<file path="src/include/eerap_pkg.sv">
`default_nettype none
package eerap_pkg;
    // Device-type code; value is arbitrary
    localparam logic [3:0] EERAP_TYPE_CODE  = 4'h5;
    // Address and data widths
    localparam int         EERAP_ADDR_W     = 8;
    localparam int         EERAP_DATA_W     = 8;
    localparam logic [7:0] EERAP_ADDR_RST   = 8'h00;
    localparam logic [7:0] EERAP_ADDR_TOP   = 8'hff;
    // Control byte fields
    localparam int         EERAP_CTL_DIR    = 0;
    localparam int         EERAP_CTL_SEL_LO = 1;
    localparam int         EERAP_CTL_TYP_LO = 4;
    // Internal write cycle time, in ns, and its count at 200 MHz
    localparam int         EERAP_CLK_NS     = 5;
    localparam int         EERAP_WR_NS      = 5000000;
    localparam int         EERAP_WR_CYC     = EERAP_WR_NS / EERAP_CLK_NS;

    // Bus conditions found by the edge finder
    typedef struct packed {
        logic start;
        logic stop;
        logic rise;
        logic fall;
        logic sda;
    } eerap_bus_ev_type;

    // Memory port toward the array
    typedef struct packed {
        logic       rd;
        logic       wr_go;
        logic [7:0] addr;
    } eerap_mem_req_type;

    typedef enum logic [6:0] {
        EERAP_IDLE = 7'h01,
        EERAP_CTL  = 7'h02,
        EERAP_AACK = 7'h04,
        EERAP_WADR = 7'h08,
        EERAP_WDAT = 7'h10,
        EERAP_TX   = 7'h20,
        EERAP_MACK = 7'h40
    } eerap_state_type;
endpackage : eerap_pkg
`default_nettype wire

</file>
<file path="src/verilog/eerap_slave.sv">
`default_nettype none
module eerap_slave
    import eerap_pkg::*;
#(
    parameter int WR_CYC = EERAP_WR_CYC
)(
    // Clock and reset
    input  wire logic        clk_sys,
    input  wire logic        arst_n,
    // Two-wire bus; sda_oe_n low drives the line low
    input  wire logic        scl_in,
    input  wire logic        sda_in,
    output logic             sda_out,
    output logic             sda_oe_n,
    // Select pins
    input  wire logic        select_pin_bit0,
    input  wire logic        select_pin_bit1,
    input  wire logic        select_pin_bit2,
    // Memory array port, data taken in the same cycle as the request
    output eerap_mem_req_type mem_req,
    output logic [7:0]       mem_wdata,
    input  wire logic [7:0]  mem_rdata,
    // Status
    output logic             wr_busy,
    output logic [7:0]       addr_ptr
);
    eerap_bus_ev_type ev;
    eerap_state_type  st_q, st_d;
    logic [7:0]  sh_q, sh_d;
    logic [3:0]  bit_q, bit_d;
    logic [7:0]  ptr_q, ptr_d;
    logic        dir_q, dir_d;
    logic        ackok_q, ackok_d;
    logic        wdat_q, wdat_d;
    logic        arm_q, arm_d;
    logic        oe_n_q, oe_n_d;
    logic        busy_q;
    logic [31:0] wcnt_q;
    logic        rd_q, rd_d;
    logic        load_q, load_d;
    logic        go_q, go_d;
    logic [7:0]  wd_q, wd_d;
    logic [2:0]  sel_s1_q, sel_s2_q;

    eerap_bus_sync u_sync (
        .clk_sys (clk_sys),
        .arst_n  (arst_n),
        .scl_in  (scl_in),
        .sda_in  (sda_in),
        .ev      (ev)
    );

    // Select pins are straps from outside, synchronised too
    always_ff @(posedge clk_sys or negedge arst_n) begin
        if (!arst_n) begin
            sel_s1_q <= 3'h0;
            sel_s2_q <= 3'h0;
        end else begin
            sel_s1_q <= {select_pin_bit2, select_pin_bit1, select_pin_bit0};
            sel_s2_q <= sel_s1_q;
        end
    end

    // Control byte decode on the assembled shift value
    wire       byte_done = ev.fall && (bit_q == 4'h8);
    wire       typ_ok    = sh_q[7:EERAP_CTL_TYP_LO] == EERAP_TYPE_CODE;
    wire       sel_ok    = sh_q[EERAP_CTL_TYP_LO-1:EERAP_CTL_SEL_LO] == sel_s2_q;
    wire       match     = typ_ok && sel_ok && !busy_q;
    wire       is_read   = sh_q[EERAP_CTL_DIR];
    wire [7:0] ptr_inc   = ptr_q + 8'h01;

    // Protocol engine
    always_comb begin
        st_d    = st_q;
        sh_d    = sh_q;
        bit_d   = bit_q;
        ptr_d   = ptr_q;
        dir_d   = dir_q;
        ackok_d = ackok_q;
        wdat_d  = wdat_q;
        arm_d   = arm_q;
        oe_n_d  = oe_n_q;
        rd_d    = 1'b0;
        load_d  = load_q;
        go_d    = 1'b0;
        wd_d    = wd_q;
        if (load_q) begin
            sh_d   = mem_rdata;
            load_d = 1'b0;
        end
        if (ev.stop) begin
            // Write committed only when a data byte arrived
            go_d   = arm_q;
            arm_d  = 1'b0;
            st_d   = EERAP_IDLE;
            oe_n_d = 1'b1;
        end else if (ev.start) begin
            // Repeated start abandons a write after the pointer was set
            arm_d  = 1'b0;
            st_d   = EERAP_CTL;
            bit_d  = 4'h0;
            oe_n_d = 1'b1;
        end else begin
            unique case (st_q)
                EERAP_IDLE: begin
                    oe_n_d = 1'b1;
                end
                EERAP_CTL, EERAP_WADR, EERAP_WDAT: begin
                    if (ev.rise && bit_q != 4'h8) begin
                        sh_d  = {sh_q[6:0], ev.sda};
                        bit_d = bit_q + 4'h1;
                    end
                    if (byte_done) begin
                        bit_d = 4'h0;
                        if (st_q == EERAP_CTL) begin
                            ackok_d = match;
                            dir_d   = is_read;
                            oe_n_d  = !match;
                            if (!match) st_d = EERAP_IDLE;
                            else        st_d = EERAP_AACK;
                        end else if (st_q == EERAP_WADR) begin
                            ptr_d   = sh_q;
                            oe_n_d  = 1'b0;
                            wdat_d  = 1'b1;
                            st_d    = EERAP_AACK;
                        end else begin
                            wd_d    = sh_q;
                            arm_d   = 1'b1;
                            ptr_d   = {ptr_q[7:4], ptr_q[3:0] + 4'h1};
                            oe_n_d  = 1'b0;
                            st_d    = EERAP_AACK;
                        end
                    end
                end
                EERAP_AACK: begin
                    // Acknowledge slot ends on the next falling clock
                    if (ev.fall) begin
                        if (dir_q && ackok_q) begin
                            rd_d   = 1'b1;
                            load_d = 1'b1;
                            ptr_d  = ptr_inc;
                            st_d   = EERAP_TX;
                            oe_n_d = 1'b1;
                        end else begin
                            oe_n_d = 1'b1;
                            st_d   = wdat_q ? EERAP_WDAT : EERAP_WADR;
                        end
                        ackok_d = 1'b0;
                    end
                end
                EERAP_TX: begin
                    // Drive low only for zero bits, released for ones
                    if (!load_q) oe_n_d = sh_q[7];
                    if (ev.fall) begin
                        sh_d  = {sh_q[6:0], 1'b1};
                        bit_d = bit_q + 4'h1;
                        if (bit_q == 4'h7) begin
                            oe_n_d = 1'b1;
                            st_d   = EERAP_MACK;
                            bit_d  = 4'h0;
                        end
                    end
                end
                EERAP_MACK: begin
                    oe_n_d = 1'b1;
                    if (ev.rise) begin
                        ackok_d = !ev.sda;
                    end
                    if (ev.fall) begin
                        if (ackok_q) begin
                            rd_d   = 1'b1;
                            load_d = 1'b1;
                            ptr_d  = ptr_inc;
                            st_d   = EERAP_TX;
                        end else begin
                            st_d   = EERAP_IDLE;
                        end
                        ackok_d = 1'b0;
                    end
                end
                default: begin
                    st_d   = EERAP_IDLE;
                    oe_n_d = 1'b1;
                end
            endcase
        end
        // Fresh control byte clears the write-phase marker
        if (ev.start) wdat_d = 1'b0;
    end

    // State registers
    always_ff @(posedge clk_sys or negedge arst_n) begin
        if (!arst_n) begin
            st_q    <= EERAP_IDLE;
            sh_q    <= 8'h00;
            bit_q   <= 4'h0;
            ptr_q   <= EERAP_ADDR_RST;
            dir_q   <= 1'b0;
            ackok_q <= 1'b0;
            wdat_q  <= 1'b0;
            arm_q   <= 1'b0;
            oe_n_q  <= 1'b1;
            rd_q    <= 1'b0;
            load_q  <= 1'b0;
            go_q    <= 1'b0;
            wd_q    <= 8'h00;
        end else begin
            st_q    <= st_d;
            sh_q    <= sh_d;
            bit_q   <= bit_d;
            ptr_q   <= ptr_d;
            dir_q   <= dir_d;
            ackok_q <= ackok_d;
            wdat_q  <= wdat_d;
            arm_q   <= arm_d;
            oe_n_q  <= oe_n_d;
            rd_q    <= rd_d;
            load_q  <= load_d;
            go_q    <= go_d;
            wd_q    <= wd_d;
        end
    end

    // Self-timed write cycle; counter is long, hence the parameter
    always_ff @(posedge clk_sys or negedge arst_n) begin
        if (!arst_n) begin
            busy_q <= 1'b0;
            wcnt_q <= 32'h0;
        end else if (go_d) begin
            busy_q <= 1'b1;
            wcnt_q <= 32'(WR_CYC - 1);
        end else if (busy_q) begin
            if (wcnt_q == 32'h0) busy_q <= 1'b0;
            else wcnt_q <= wcnt_q - 32'h1;
        end
    end

    // Output flops
    always_ff @(posedge clk_sys or negedge arst_n) begin
        if (!arst_n) begin
            mem_req <= '0;
            wr_busy <= 1'b0;
        end else begin
            mem_req.rd    <= rd_d;
            mem_req.wr_go <= go_d;
            mem_req.addr  <= rd_d ? ptr_q : ptr_d;
            wr_busy       <= busy_q | go_d;
        end
    end

    assign sda_out   = 1'b0;
    assign sda_oe_n  = oe_n_q;
    assign mem_wdata = wd_q;
    assign addr_ptr  = ptr_q;
endmodule : eerap_slave
`default_nettype wire

</file>
<file path="src/verilog/eerap_bus_sync.sv">
`default_nettype none
// Pin synchroniser and bus condition finder
module eerap_bus_sync
    import eerap_pkg::*;
(
    // Clock and reset
    input  wire logic       clk_sys,
    input  wire logic       arst_n,
    // Bus pins
    input  wire logic       scl_in,
    input  wire logic       sda_in,
    // Events
    output eerap_bus_ev_type ev
);
    logic [1:0] scl_s1_q;
    logic [1:0] scl_s2_q;
    logic [1:0] sda_s1_q;
    logic [1:0] sda_s2_q;

    // Three flops per pin, then one history stage for edges
    always_ff @(posedge clk_sys or negedge arst_n) begin
        if (!arst_n) begin
            scl_s1_q <= 2'h3;
            scl_s2_q <= 2'h3;
            sda_s1_q <= 2'h3;
            sda_s2_q <= 2'h3;
        end else begin
            scl_s1_q <= {scl_s1_q[0], scl_in};
            sda_s1_q <= {sda_s1_q[0], sda_in};
            scl_s2_q <= {scl_s2_q[0], scl_s1_q[1]};
            sda_s2_q <= {sda_s2_q[0], sda_s1_q[1]};
        end
    end

    // Data edges while clock high mark start and stop
    assign ev.start = scl_s2_q[0] & scl_s2_q[1] & sda_s2_q[1] & ~sda_s2_q[0];
    assign ev.stop  = scl_s2_q[0] & scl_s2_q[1] & ~sda_s2_q[1] & sda_s2_q[0];
    assign ev.rise  = scl_s2_q[0] & ~scl_s2_q[1];
    assign ev.fall  = ~scl_s2_q[0] & scl_s2_q[1];
    assign ev.sda   = sda_s2_q[0];
endmodule : eerap_bus_sync
`default_nettype wire

</file>
<file path="config.mk">
export PLATFORM = sky130hd
export DESIGN_NAME = eerap_slave
export DESIGN_NICKNAME = d
export VERILOG_FILES = /design/src/include/eerap_pkg.sv /design/src/verilog/eerap_slave.sv /design/src/verilog/eerap_bus_sync.sv
export SDC_FILE = /design/constraint.sdc
export NUM_CORES = 1
export LEC_CHECK = 0
export ABC_AREA = 1
export BUFFER_PORTS_ARGS = -buffer_cell sky130_fd_sc_hd__buf_2
export CAP_MARGIN = 25
export CORE_MARGIN = 5
export CORE_UTILIZATION = 48
export DETAILED_ROUTE_END_ITERATION = 12
export PLACE_DENSITY = 0.66
export RECOVER_POWER = 25
export SLEW_MARGIN = 20
export SYNTH_ARGS = -nofsm -noshare
export SYNTH_HDL_FRONTEND = slang
export SYNTH_HIERARCHICAL = 1
export SYNTH_SLANG_ARGS = --single-unit
export TNS_END_PERCENT = 30
</file>
<file path="constraint.sdc">
create_clock -name clk_sys -period 2.69 [get_ports clk_sys]
set_input_delay 0.538 -clock clk_sys [delete_from_list [all_inputs] [get_ports clk_sys]]
set_output_delay 0.538 -clock clk_sys [all_outputs]
set_load 0.01 [all_outputs]
</file>
==> results.py, run 1 <==
metrics = {
    "synthesis": {
        "synth_top_cell_by_area": "dfrtp_1",
        "yosysWarnings": 6,
        "synthTopCellsByCount": "228 x nand2_1, 90 x nor2_1, 88 x dfrtp_1",
        "synth_nets": 820,
        "yosysMostFrequentCell": "nand2_1",
        "yosys-top-cells-area": "dfrtp_1 37%, nand2_1 14%, nand3_1 6.2%",
        "async_reset_ff_frac": 1.00,
        "synth_cells": 800,
        "netlist_area_um2": 5920,
        "synth_cell_types": 39,
        "avgSynthCellArea_um2": 7.41,
        "synth_edf_count": 0,
        "synth_top_area_share": 0.372,
        "ys_seq_area_frac": 0.416,
        "synth_ff_type": "dfrtp_1",
        "ys_ff_latch": 98,
    },
    "placed_design": {
        "place_worst_setup_slack_ns": 0.276,
        "place_congestion": 0.904,
        "portBuffers": 42,
        "dpl.hpwl_um": 11700,
    },
    "clock_tree": {
        "cts_root_buf": "clkbuf_16",
        "clk_pin_slew_ns": 0.07,
        "clock_latency_ns": 0.35,
        "cts_buffers": 9,
        "postCtsHoldBufs": 0,
        "cts.htree.levels": 3,
        "cts.sinks": 98,
        "cts_tree": "built",
        "cts_resized": 0,
        "clockBufferDepth": 2,
        "post_cts_buffers": 0,
    },
    "timing": {
        "relSlewSlack": 0.171,
        "post-route-min-period_ns": 2.48,
        "finalSetupViolCount": 0,
        "rsz0062_at_grt": "no",
        "slew_violations": 0,
        "finalCritPeriodShare": 0.922,
        "fmax_mhz": 403,
        "skew_ns": 0.00514,
        "worst_pin_slew_ns": 1.24,
        "hold_viol_final": 0,
        "setup_tns_ns": 0,
        "setup_slack_ns": 0.211,
    },
    "critical_path": {
        "cp.arrival_ns": 2.71,
        "start_kind": "register",
        "cp_max_fo": 12,
        "criticalPathCategory": "register to register",
        "worstPathRequired_ns": 2.92,
        "crit_path_end_kind": "register",
    },
    "run_status": {
        "status": "finished, final reports clean",
    },
    "layout": {
        "drive_above_1_share": 0.171,
        "areaGrowthSynthToFinish_pct": 11.9,
        "fillers": 1167,
        "final_nets": 867,
        "n_antenna_cell": 0,
        "seq_area_um2": 2460,
        "final_core_util": 0.550,
        "multi_input_area_um2": 3020,
    },
    "floorplanning": {
        "initial_core_util": 0.491,
        "dieArea_um2": 14700,
        "ios": 44,
        "dieWidth_um": 121,
        "die_height_um": 121,
        "placementRows": 40,
        "core_area_um2": 12100,
    },
    "grt": {
        "grt_max_degree": 51,
        "gr-total-overflow": 0,
        "grt_pass1_wl_um": 26200,
        "grt_pass1_vias": 5422,
        "grt.total_usage": 0.223,
        "antenna_found_initial": 0,
    },
    "job": {
        "drv_cap": 0,
    },
    "detailed_routing": {
        "vias_per_cell": 5.38,
        "routed_wirelength_um": 15600,
        "first_pass_iters": 5,
        "antenna_left": 0,
        "vias": 5486,
        "wl_per_cell_um": 15.3,
        "dr.first_iter.drc_count": 508,
        "drcViolationCount": 0,
    },
    "pwr": {
        "leakage_nw": 3.48,
        "p_total_mw": 4.61,
        "peakVddDrop_mv": 0.368,
        "p_per_area_nw_per_um2": 696,
    },
    "worst_hold_path": {
        "hold_class": "input pin to register",
    },
}
-- worst max-delay path, cell delays in order, from the launching register on --
cell and delay [ns]:
dfstp_2 0.54, inv_1 0.04, nor2_1 0.27, inv_2 0.21
nor2_4 0.26, nand2_1 0.20, nor2_2 0.24, nand2_1 0.34
nand2_1 0.18, o21ai_2 0.07
-- layout by cell type (no fill, tap or decap), drive strengths merged, types with 3 or more instances in the layout --
cell and count:
a21boi 3, clkinv 5, o211ai 3, o22ai 3, a21oi 30, xor2 17, xnor2 9, and2 5
nand4 27, o21ai 69, nor2 107, ha 5, nand3 75, dfrtp 88, clkbuf 10, nand2 238
dfstp 10, buf 53, inv 82, nor3 5
-- report_power, final --
part / switching, mW / total, mW / internal (mW)
Combinational: 0.836 / 1.28 / 0.448
Sequential: 0.209 / 1.93 / 1.72
Clock: 0.584 / 1.40 / 0.813
Total: 1.63 / 4.61 / 2.98
-- cells by family (layout without fill, tap and decap cells) --
kind of cell               after synthesis  after routing  share of synthesized area
AOI/OAI and AO/OA                      109            109                      0.112
xor gates and xnor gates                26             26                     0.0384
adders and majority gates                5              5                     0.0106
buffers and inverters                  102            154                     0.0746
DFF                                     98             98                      0.416
other                                    1              1                   0.000633
and+or+nand+nor                        459            459                      0.348
-- final timing paths --
| check | startpoint | endpoint | slack, ns | cells after the start |
|---|---|---|---|---|
| max reg2reg | u_sync/scl_s2_q[1] | mem_wdata[3] | 0.21 | 9 |
| max in group asynchronous | arst_n | sda_oe_n | 1.29 | 2 |
| min | sda_in | u_sync/sda_s1_q[0] | 0.28 | 1 |
| min reg2reg | sel_s1_q[1] | sel_s2_q[1] | 0.35 | 0 |
| max | u_sync/scl_s2_q[1] | mem_wdata[3] | 0.21 | 9 |
| min in group asynchronous | arst_n | bit_q[3] | 0.43 | 1 |
-- area by class of cell --
type / count / area share
multi-input combinational: 600 / 0.455
sequential: 98 / 0.372
inverter: 84 / 0.0479
timing repair buffer: 54 / 0.0453
clock buffer: 9 / 0.0340
tap: 168 / 0.0317
clock inverter: 7 / 0.0142
-- per-stage QoR --
| step | cells | cell area [um2] | hold slack (ns) |
|---|---|---|---|
| floorplan | 800 | 5920 | 0.242 |
| global route | 1020 | 6630 | 0.269 |
| global placement | 1004 | 6310 | 0.335 |
| finish | 1020 | 6630 | 0.279 |
| CTS | 1020 | 6630 | 0.221 |
| detailed placement | 1004 | 6310 | 0.337 |
-- registers in the layout (all words and copies together), names as in the netlist --
| name | cells |
|---|---|
| dir_q | 1 |
| sh_q | 8 |
| u_sync/sda_s2_q | 2 |
| wdat_q | 1 |
| addr_ptr | 8 |
| sda_oe_n | 1 |
| sel_s1_q | 3 |
| bit_q | 4 |
| wcnt_q | 32 |
| wr_busy | 1 |
| mem_wdata | 8 |
| arm_q | 1 |
| mem_req | 10 |
| sel_s2_q | 3 |
| u_sync/sda_s1_q | 2 |
| u_sync/scl_s2_q | 2 |
| u_sync/scl_s1_q | 2 |
| st_q | 7 |
| busy_q | 1 |
| ackok_q | 1 |
-- layer usage --
layer / vias up / wire [um] / track usage
met5: - / 0 / 0
met4: 0 / 286 / 0.0793
met3: 22 / 832 / 0.0466
met2: 173 / 7890 / 0.382
met1: 2609 / 6600 / 0.279
li1: 2682 / - / -
(Power assumes the default switching activity.)
==> inputs of run 2 (changes only) <==
--- a/config.mk
+++ b/config.mk
@@ -8,11 +8,10 @@
 export ABC_AREA = 1
 export BUFFER_PORTS_ARGS = -buffer_cell sky130_fd_sc_hd__buf_2
 export CAP_MARGIN = 25
-export CORE_MARGIN = 5
 export CORE_UTILIZATION = 48
 export DETAILED_ROUTE_END_ITERATION = 12
 export PLACE_DENSITY = 0.66
-export RECOVER_POWER = 25
+export RECOVER_POWER = 50
 export SLEW_MARGIN = 20
 export SYNTH_ARGS = -nofsm -noshare
 export SYNTH_HDL_FRONTEND = slang
==> constraint.sdc (replaced) <==
create_clock -name clk_sys -period 2.4 [get_ports clk_sys]
set_input_delay 0.48 -clock clk_sys [delete_from_list [all_inputs] [get_ports clk_sys]]
set_output_delay 0.48 -clock clk_sys [all_outputs]
set_load 0.01 [all_outputs]
==> run 2 against run 1 <==
Against the previous run: total power grew 13%; register-to-register slack better by 0.03 ns; largest power group unchanged; critical path type unchanged; sequential power up 12%; sequential share of layout area up 0.063 points; global-route usage is 4.5 points higher; wire length rose by 2.0%; fmax rose by 15%.
==> results.py, run 2 (synthesis gave the netlist of run 1 again) <==
metrics = {
    "clock_tree": {
        "cts_buffers": 9,
        "postCtsHoldBufs": 0,
        "cts_tree": "built",
        "cts_resized": 0,
        "clock_latency_ns": 0.35,
        "cts_root_buf": "clkbuf_16",
        "clk_pin_slew_ns": 0.07,
        "cts.sinks": 98,
        "post_cts_buffers": 0,
        "cts.htree.levels": 3,
        "clockBufferDepth": 2,
    },
    "grt": {
        "globalRouteMet1Util": 0.314,
        "grt-busiest-layer": "met2",
        "grt.total_usage": 0.268,
        "grt_max_degree": 40,
        "gr-total-overflow": 0,
        "grt_pass1_wl_um": 26300,
        "antenna_found_initial": 0,
        "grt_use_met2": 0.485,
        "grt_util_met3": 0.0466,
        "grt_pass1_vias": 5380,
    },
    "timing": {
        "slew_violations": 0,
        "finalSetupViolCount": 0,
        "hold_viol_final": 0,
        "setup_slack_ns": 0.243,
        "relSlewSlack": 0.329,
        "post-route-min-period_ns": 2.16,
        "fmax_mhz": 464,
        "rsz0062_at_grt": "no",
        "worst_pin_slew_ns": 1.01,
        "finalCritPeriodShare": 0.899,
        "setup_tns_ns": 0,
        "skew_ns": 0.00935,
    },
    "placed_design": {
        "place_worst_setup_slack_ns": 0.254,
        "portBuffers": 42,
        "place_congestion": 0.913,
        "dpl.hpwl_um": 12000,
        "dp_cells": 986,
    },
    "floorplanning": {
        "ios": 44,
        "die_height_um": 113,
        "initial_core_util": 0.493,
        "dieWidth_um": 113,
        "dieArea_um2": 12800,
        "placementRows": 40,
        "core_area_um2": 12000,
    },
    "pwr": {
        "leakage_nw": 3.49,
        "seqPwrFrac": 0.417,
        "p_sw_frac": 0.350,
        "power_frac_clock": 0.305,
        "peakVddDrop_mv": 0.324,
        "p_per_area_nw_per_um2": 785,
        "p_int_mw": 3.38,
        "comb_power_share": 0.277,
        "p_total_mw": 5.20,
        "p_sw_mw": 1.82,
    },
    "detailed_routing": {
        "dr.first_iter.drc_count": 289,
        "first_pass_iters": 5,
        "drcViolationCount": 0,
        "wl_per_cell_um": 15.9,
        "vias_per_cell": 5.44,
        "antenna_left": 0,
        "vias": 5446,
        "routed_wirelength_um": 15900,
    },
    "layout": {
        "drive_above_1_share": 0.167,
        "fin_cells": 1002,
        "largest_register_ffs": 32,
        "layout_commonest_cell": "nand2_1",
        "areaGrowthSynthToFinish_pct": 11.7,
        "n_antenna_cell": 0,
        "final_nets": 870,
        "largest_registers": "wcnt_q (32), mem_req (10)",
        "regMostFlops": "wcnt_q",
        "final_cell_mix": "228 x nand2_1, 90 x nor2_1, 88 x dfrtp_1",
        "fillers": 1150,
    },
    "job": {
        "drv_cap": 0,
    },
    "critical_path": {
        "cp.arrival_ns": 2.39,
        "cp_max_fo": 12,
        "rr_worst_depth": 9,
        "max_stage_delay_ns": 0.54,
        "cpMaxStageDelayCell": "dfstp_2",
        "criticalPathCategory": "register to register",
        "start_kind": "register",
        "worstPathRequired_ns": 2.63,
        "cp_cell_sequence": "inv_1 -> nor2_1 -> inv_2 -> nor2_4 -> nand2_1 -> nor2_2 -> nand2_1 -> nand2_1 -> o21ai_2",
        "crit_path_frequent_cell": "nand2_1",
        "crit_path_end_kind": "register",
    },
    "worst_hold_path": {
        "hold_depth": 1,
        "hold_class": "input pin to register",
    },
    "run_status": {
        "status": "finished, final reports clean",
    },
}
==> run 2: power groups by stage <==
stage	sequential, mW	combinational [mW]	clock (mW)
after floorplan	2.20	0.942	0
final	2.17	1.44	1.59
after CTS	2.17	1.45	1.61
after global routing	2.20	1.64	1.68
after global placement	2.18	1.42	0
after detailed placement	2.20	1.44	0
==> run 2: per-stage QoR <==
stage,util,area [um2],hold slack (ns)
final,0.551,6620,0.207
after global placement,0.526,6320,0.335
after detailed placement,0.526,6320,0.336
after global routing,0.551,6620,0.205
after CTS,0.553,6650,0.127
after floorplan,-,5920,0.184
==> run 2: path summary, 6_finish.rpt <==
kind | start | endpoint | slack, ns
min in group asynchronous | arst_n | st_q[4] | 0.29
setup / recovery | u_sync/scl_s2_q[1] | mem_wdata[2] | 0.24
hold reg to reg | sel_s1_q[2] | sel_s2_q[2] | 0.35
setup reg to reg | u_sync/scl_s2_q[1] | mem_wdata[2] | 0.24
max in group asynchronous | arst_n | mem_wdata[7] | 0.64
hold / removal | scl_in | u_sync/scl_s1_q[0] | 0.21
==> run 2: final cells by class <==
cell class | instances | area [um2] | area share
multi-input combinational | 600 | 3020 | 0.456
clock buffer | 12 | 246 | 0.0372
tap | 147 | 184 | 0.0278
clock inverter | 4 | 76.3 | 0.0115
timing repair buffer | 57 | 312 | 0.0471
inverter | 84 | 318 | 0.0480
sequential | 98 | 2460 | 0.372
==> run 2: metal layers <==
metal  up-vias  part of all wire  wire, um
li1       2689                 -         -
met1      2582              0.40      6450
met2       151              0.53      8410
met3        24             0.045       710
met4         0             0.022       358
met5         -                 0         0
==> run 2: critical path: cells and delay by family, from the launching register on <==
family / cells / cell delay, ns
compound gates: 1 / 0.07
flops: 1 / 0.54
simple gates: 6 / 1.24
buf+inv: 2 / 0.18
==> inputs of run 3 (changes only) <==
--- a/config.mk
+++ b/config.mk
@@ -9,6 +9,7 @@
 export BUFFER_PORTS_ARGS = -buffer_cell sky130_fd_sc_hd__buf_2
 export CAP_MARGIN = 25
 export CORE_UTILIZATION = 48
+export CTS_BUF_LIST = sky130_fd_sc_hd__clkbuf_16
 export DETAILED_ROUTE_END_ITERATION = 12
 export PLACE_DENSITY = 0.66
 export RECOVER_POWER = 50
==> run 3 against run 2 <==
Against the previous run: total power shrank 0.82%; clock skew is essentially flat; die area is the same; cell area shrank 0.15%; clock-buffer cell count shrank 3; core utilization shrank 0.083 points; global-route usage is essentially flat; critical path depth is the same.
==> results.py, run 3 (synthesis gave the netlist of run 1 again) <==
metrics = {
    "run_status": {
        "status": "finished, final reports clean",
    },
    "placed_design": {
        "dp_cells": 986,
        "portBuffers": 42,
        "dpl.hpwl_um": 12000,
        "place_congestion": 0.913,
    },
    "floorplanning": {
        "die_height_um": 113,
        "dieArea_um2": 12800,
        "core_area_um2": 12000,
        "dieWidth_um": 113,
        "ios": 44,
        "placementRows": 40,
        "initial_core_util": 0.493,
    },
    "timing": {
        "rsz0062_at_grt": "no",
        "worst_pin_slew_ns": 1.01,
        "post-route-min-period_ns": 2.17,
        "relSlewSlack": 0.325,
        "slew_violations": 0,
        "finalCritPeriodShare": 0.905,
        "finalSetupViolCount": 0,
        "skew_ns": 0.00924,
        "fmax_mhz": 460,
        "setup_tns_ns": 0,
        "hold_viol_final": 0,
    },
    "critical_path": {
        "criticalPathCategory": "register to register",
        "cp_max_fo": 12,
        "crit_family": "simple AND/OR/NAND/NOR gates",
        "start_kind": "register",
        "crit_buf_inv": 2,
        "cp_cell_sequence": "inv_1 -> nor2_1 -> inv_2 -> nor2_4 -> nand2_1 -> nor2_2 -> nand2_1 -> nand2_1 -> o21ai_2",
        "crit_path_frequent_cell": "nand2_1",
        "crit_path_end_kind": "register",
        "cp.arrival_ns": 2.40,
        "cpMaxStageDelayCell": "dfstp_2",
        "max_stage_delay_ns": 0.54,
        "worstPathRequired_ns": 2.63,
    },
    "grt": {
        "gr-total-overflow": 0,
        "grt_pass1_vias": 5391,
        "grt-busiest-layer": "met2",
        "grt_util_met3": 0.0466,
        "grt.total_usage": 0.268,
        "globalRouteMet1Util": 0.313,
        "grt_max_degree": 40,
        "grt_use_met2": 0.485,
        "antenna_found_initial": 0,
        "grt_pass1_wl_um": 26300,
    },
    "layout": {
        "fin_cells": 1002,
        "layout_commonest_cell": "nand2_1",
        "largest_register_ffs": 32,
        "final_cell_mix": "228 x nand2_1, 90 x nor2_1, 88 x dfrtp_1",
        "largest_registers": "wcnt_q (32), mem_req (10)",
        "n_antenna_cell": 0,
        "final_nets": 870,
        "areaGrowthSynthToFinish_pct": 11.6,
        "drive_above_1_share": 0.166,
        "regMostFlops": "wcnt_q",
    },
    "detailed_routing": {
        "first_pass_iters": 5,
        "vias_per_cell": 5.43,
        "drcViolationCount": 0,
        "wl_per_cell_um": 15.9,
        "vias": 5436,
        "routed_wirelength_um": 15900,
        "antenna_left": 0,
        "dr.first_iter.drc_count": 306,
    },
    "clock_tree": {
        "clk_pin_slew_ns": 0.07,
        "postCtsHoldBufs": 0,
        "cts.htree.levels": 3,
        "cts.sinks": 98,
        "cts_tree": "built",
        "cts_buffers": 9,
        "cts_root_buf": "clkbuf_16",
        "post_cts_buffers": 0,
        "clock_latency_ns": 0.35,
        "clockBufferDepth": 2,
        "cts_resized": 0,
    },
    "job": {
        "drv_cap": 0,
    },
    "pwr": {
        "leakage_nw": 3.49,
        "peakVddDrop_mv": 0.324,
        "p_per_area_nw_per_um2": 780,
    },
    "worst_hold_path": {
        "hold_class": "input pin to register",
    },
}
-- run 3: where the power goes --
| group | switching [mW] | internal (mW) | total (mW) |
|---|---|---|---|
| registers | 0.239 | 1.93 | 2.17 |
| clock network | 0.642 | 0.905 | 1.55 |
| logic | 0.937 | 0.502 | 1.44 |
| total | 1.82 | 3.33 | 5.15 |
-- run 3: area by class of cell --
type / instances / area, um2
sequential: 98 / 2460
fill: 1154 / 5400
inverter: 84 / 318
timing repair buffer: 57 / 312
clock buffer: 9 / 225
tap: 147 / 184
multi-input combinational: 600 / 3020
clock inverter: 7 / 87.6
-- run 3: metrics by stage --
stage          hold slack, ns  instance area, um2  utilization  setup WS, ns  total power [mW]
2_1_floorplan           0.184                5920            -         0.479              3.14
5_1_grt                 0.205                6610        0.550        0.0356              5.49
3_3_place_gp            0.335                6320        0.526         0.336              3.60
6_report                0.207                6610        0.550         0.228              5.15
4_1_cts                 0.127                6640        0.552         0.239              5.18
3_5_place_dp            0.336                6320        0.526         0.254              3.63
-- run 3: worst register-to-register path: cells and delay by family, from the launching register on --
kind | cells | cell delay [ns]
buffers and inverters | 2 | 0.18
AOI/OAI and AO/OA | 1 | 0.07
and+or+nand+nor | 6 | 1.29
DFF | 1 | 0.54
-- run 3: metal layers --
layer / share of wire / vias to the layer above
met1: 0.41 / 2574
met3: 0.041 / 30
met4: 0.024 / 0
li1: - / 2688
met2: 0.53 / 144
met5: 0 / -
-- run 3: path summary, 6_finish.rpt --
kind,from,end,slack [ns],depth (start not counted)
setup / recovery,u_sync/scl_s2_q[1],mem_wdata[2],0.23,9
hold / removal,scl_in,u_sync/scl_s1_q[0],0.21,1
setup reg to reg,u_sync/scl_s2_q[1],mem_wdata[2],0.23,9
hold reg to reg,sel_s1_q[2],sel_s2_q[2],0.35,0
max in group asynchronous,arst_n,addr_ptr[5],0.64,2
min in group asynchronous,arst_n,st_q[4],0.30,1
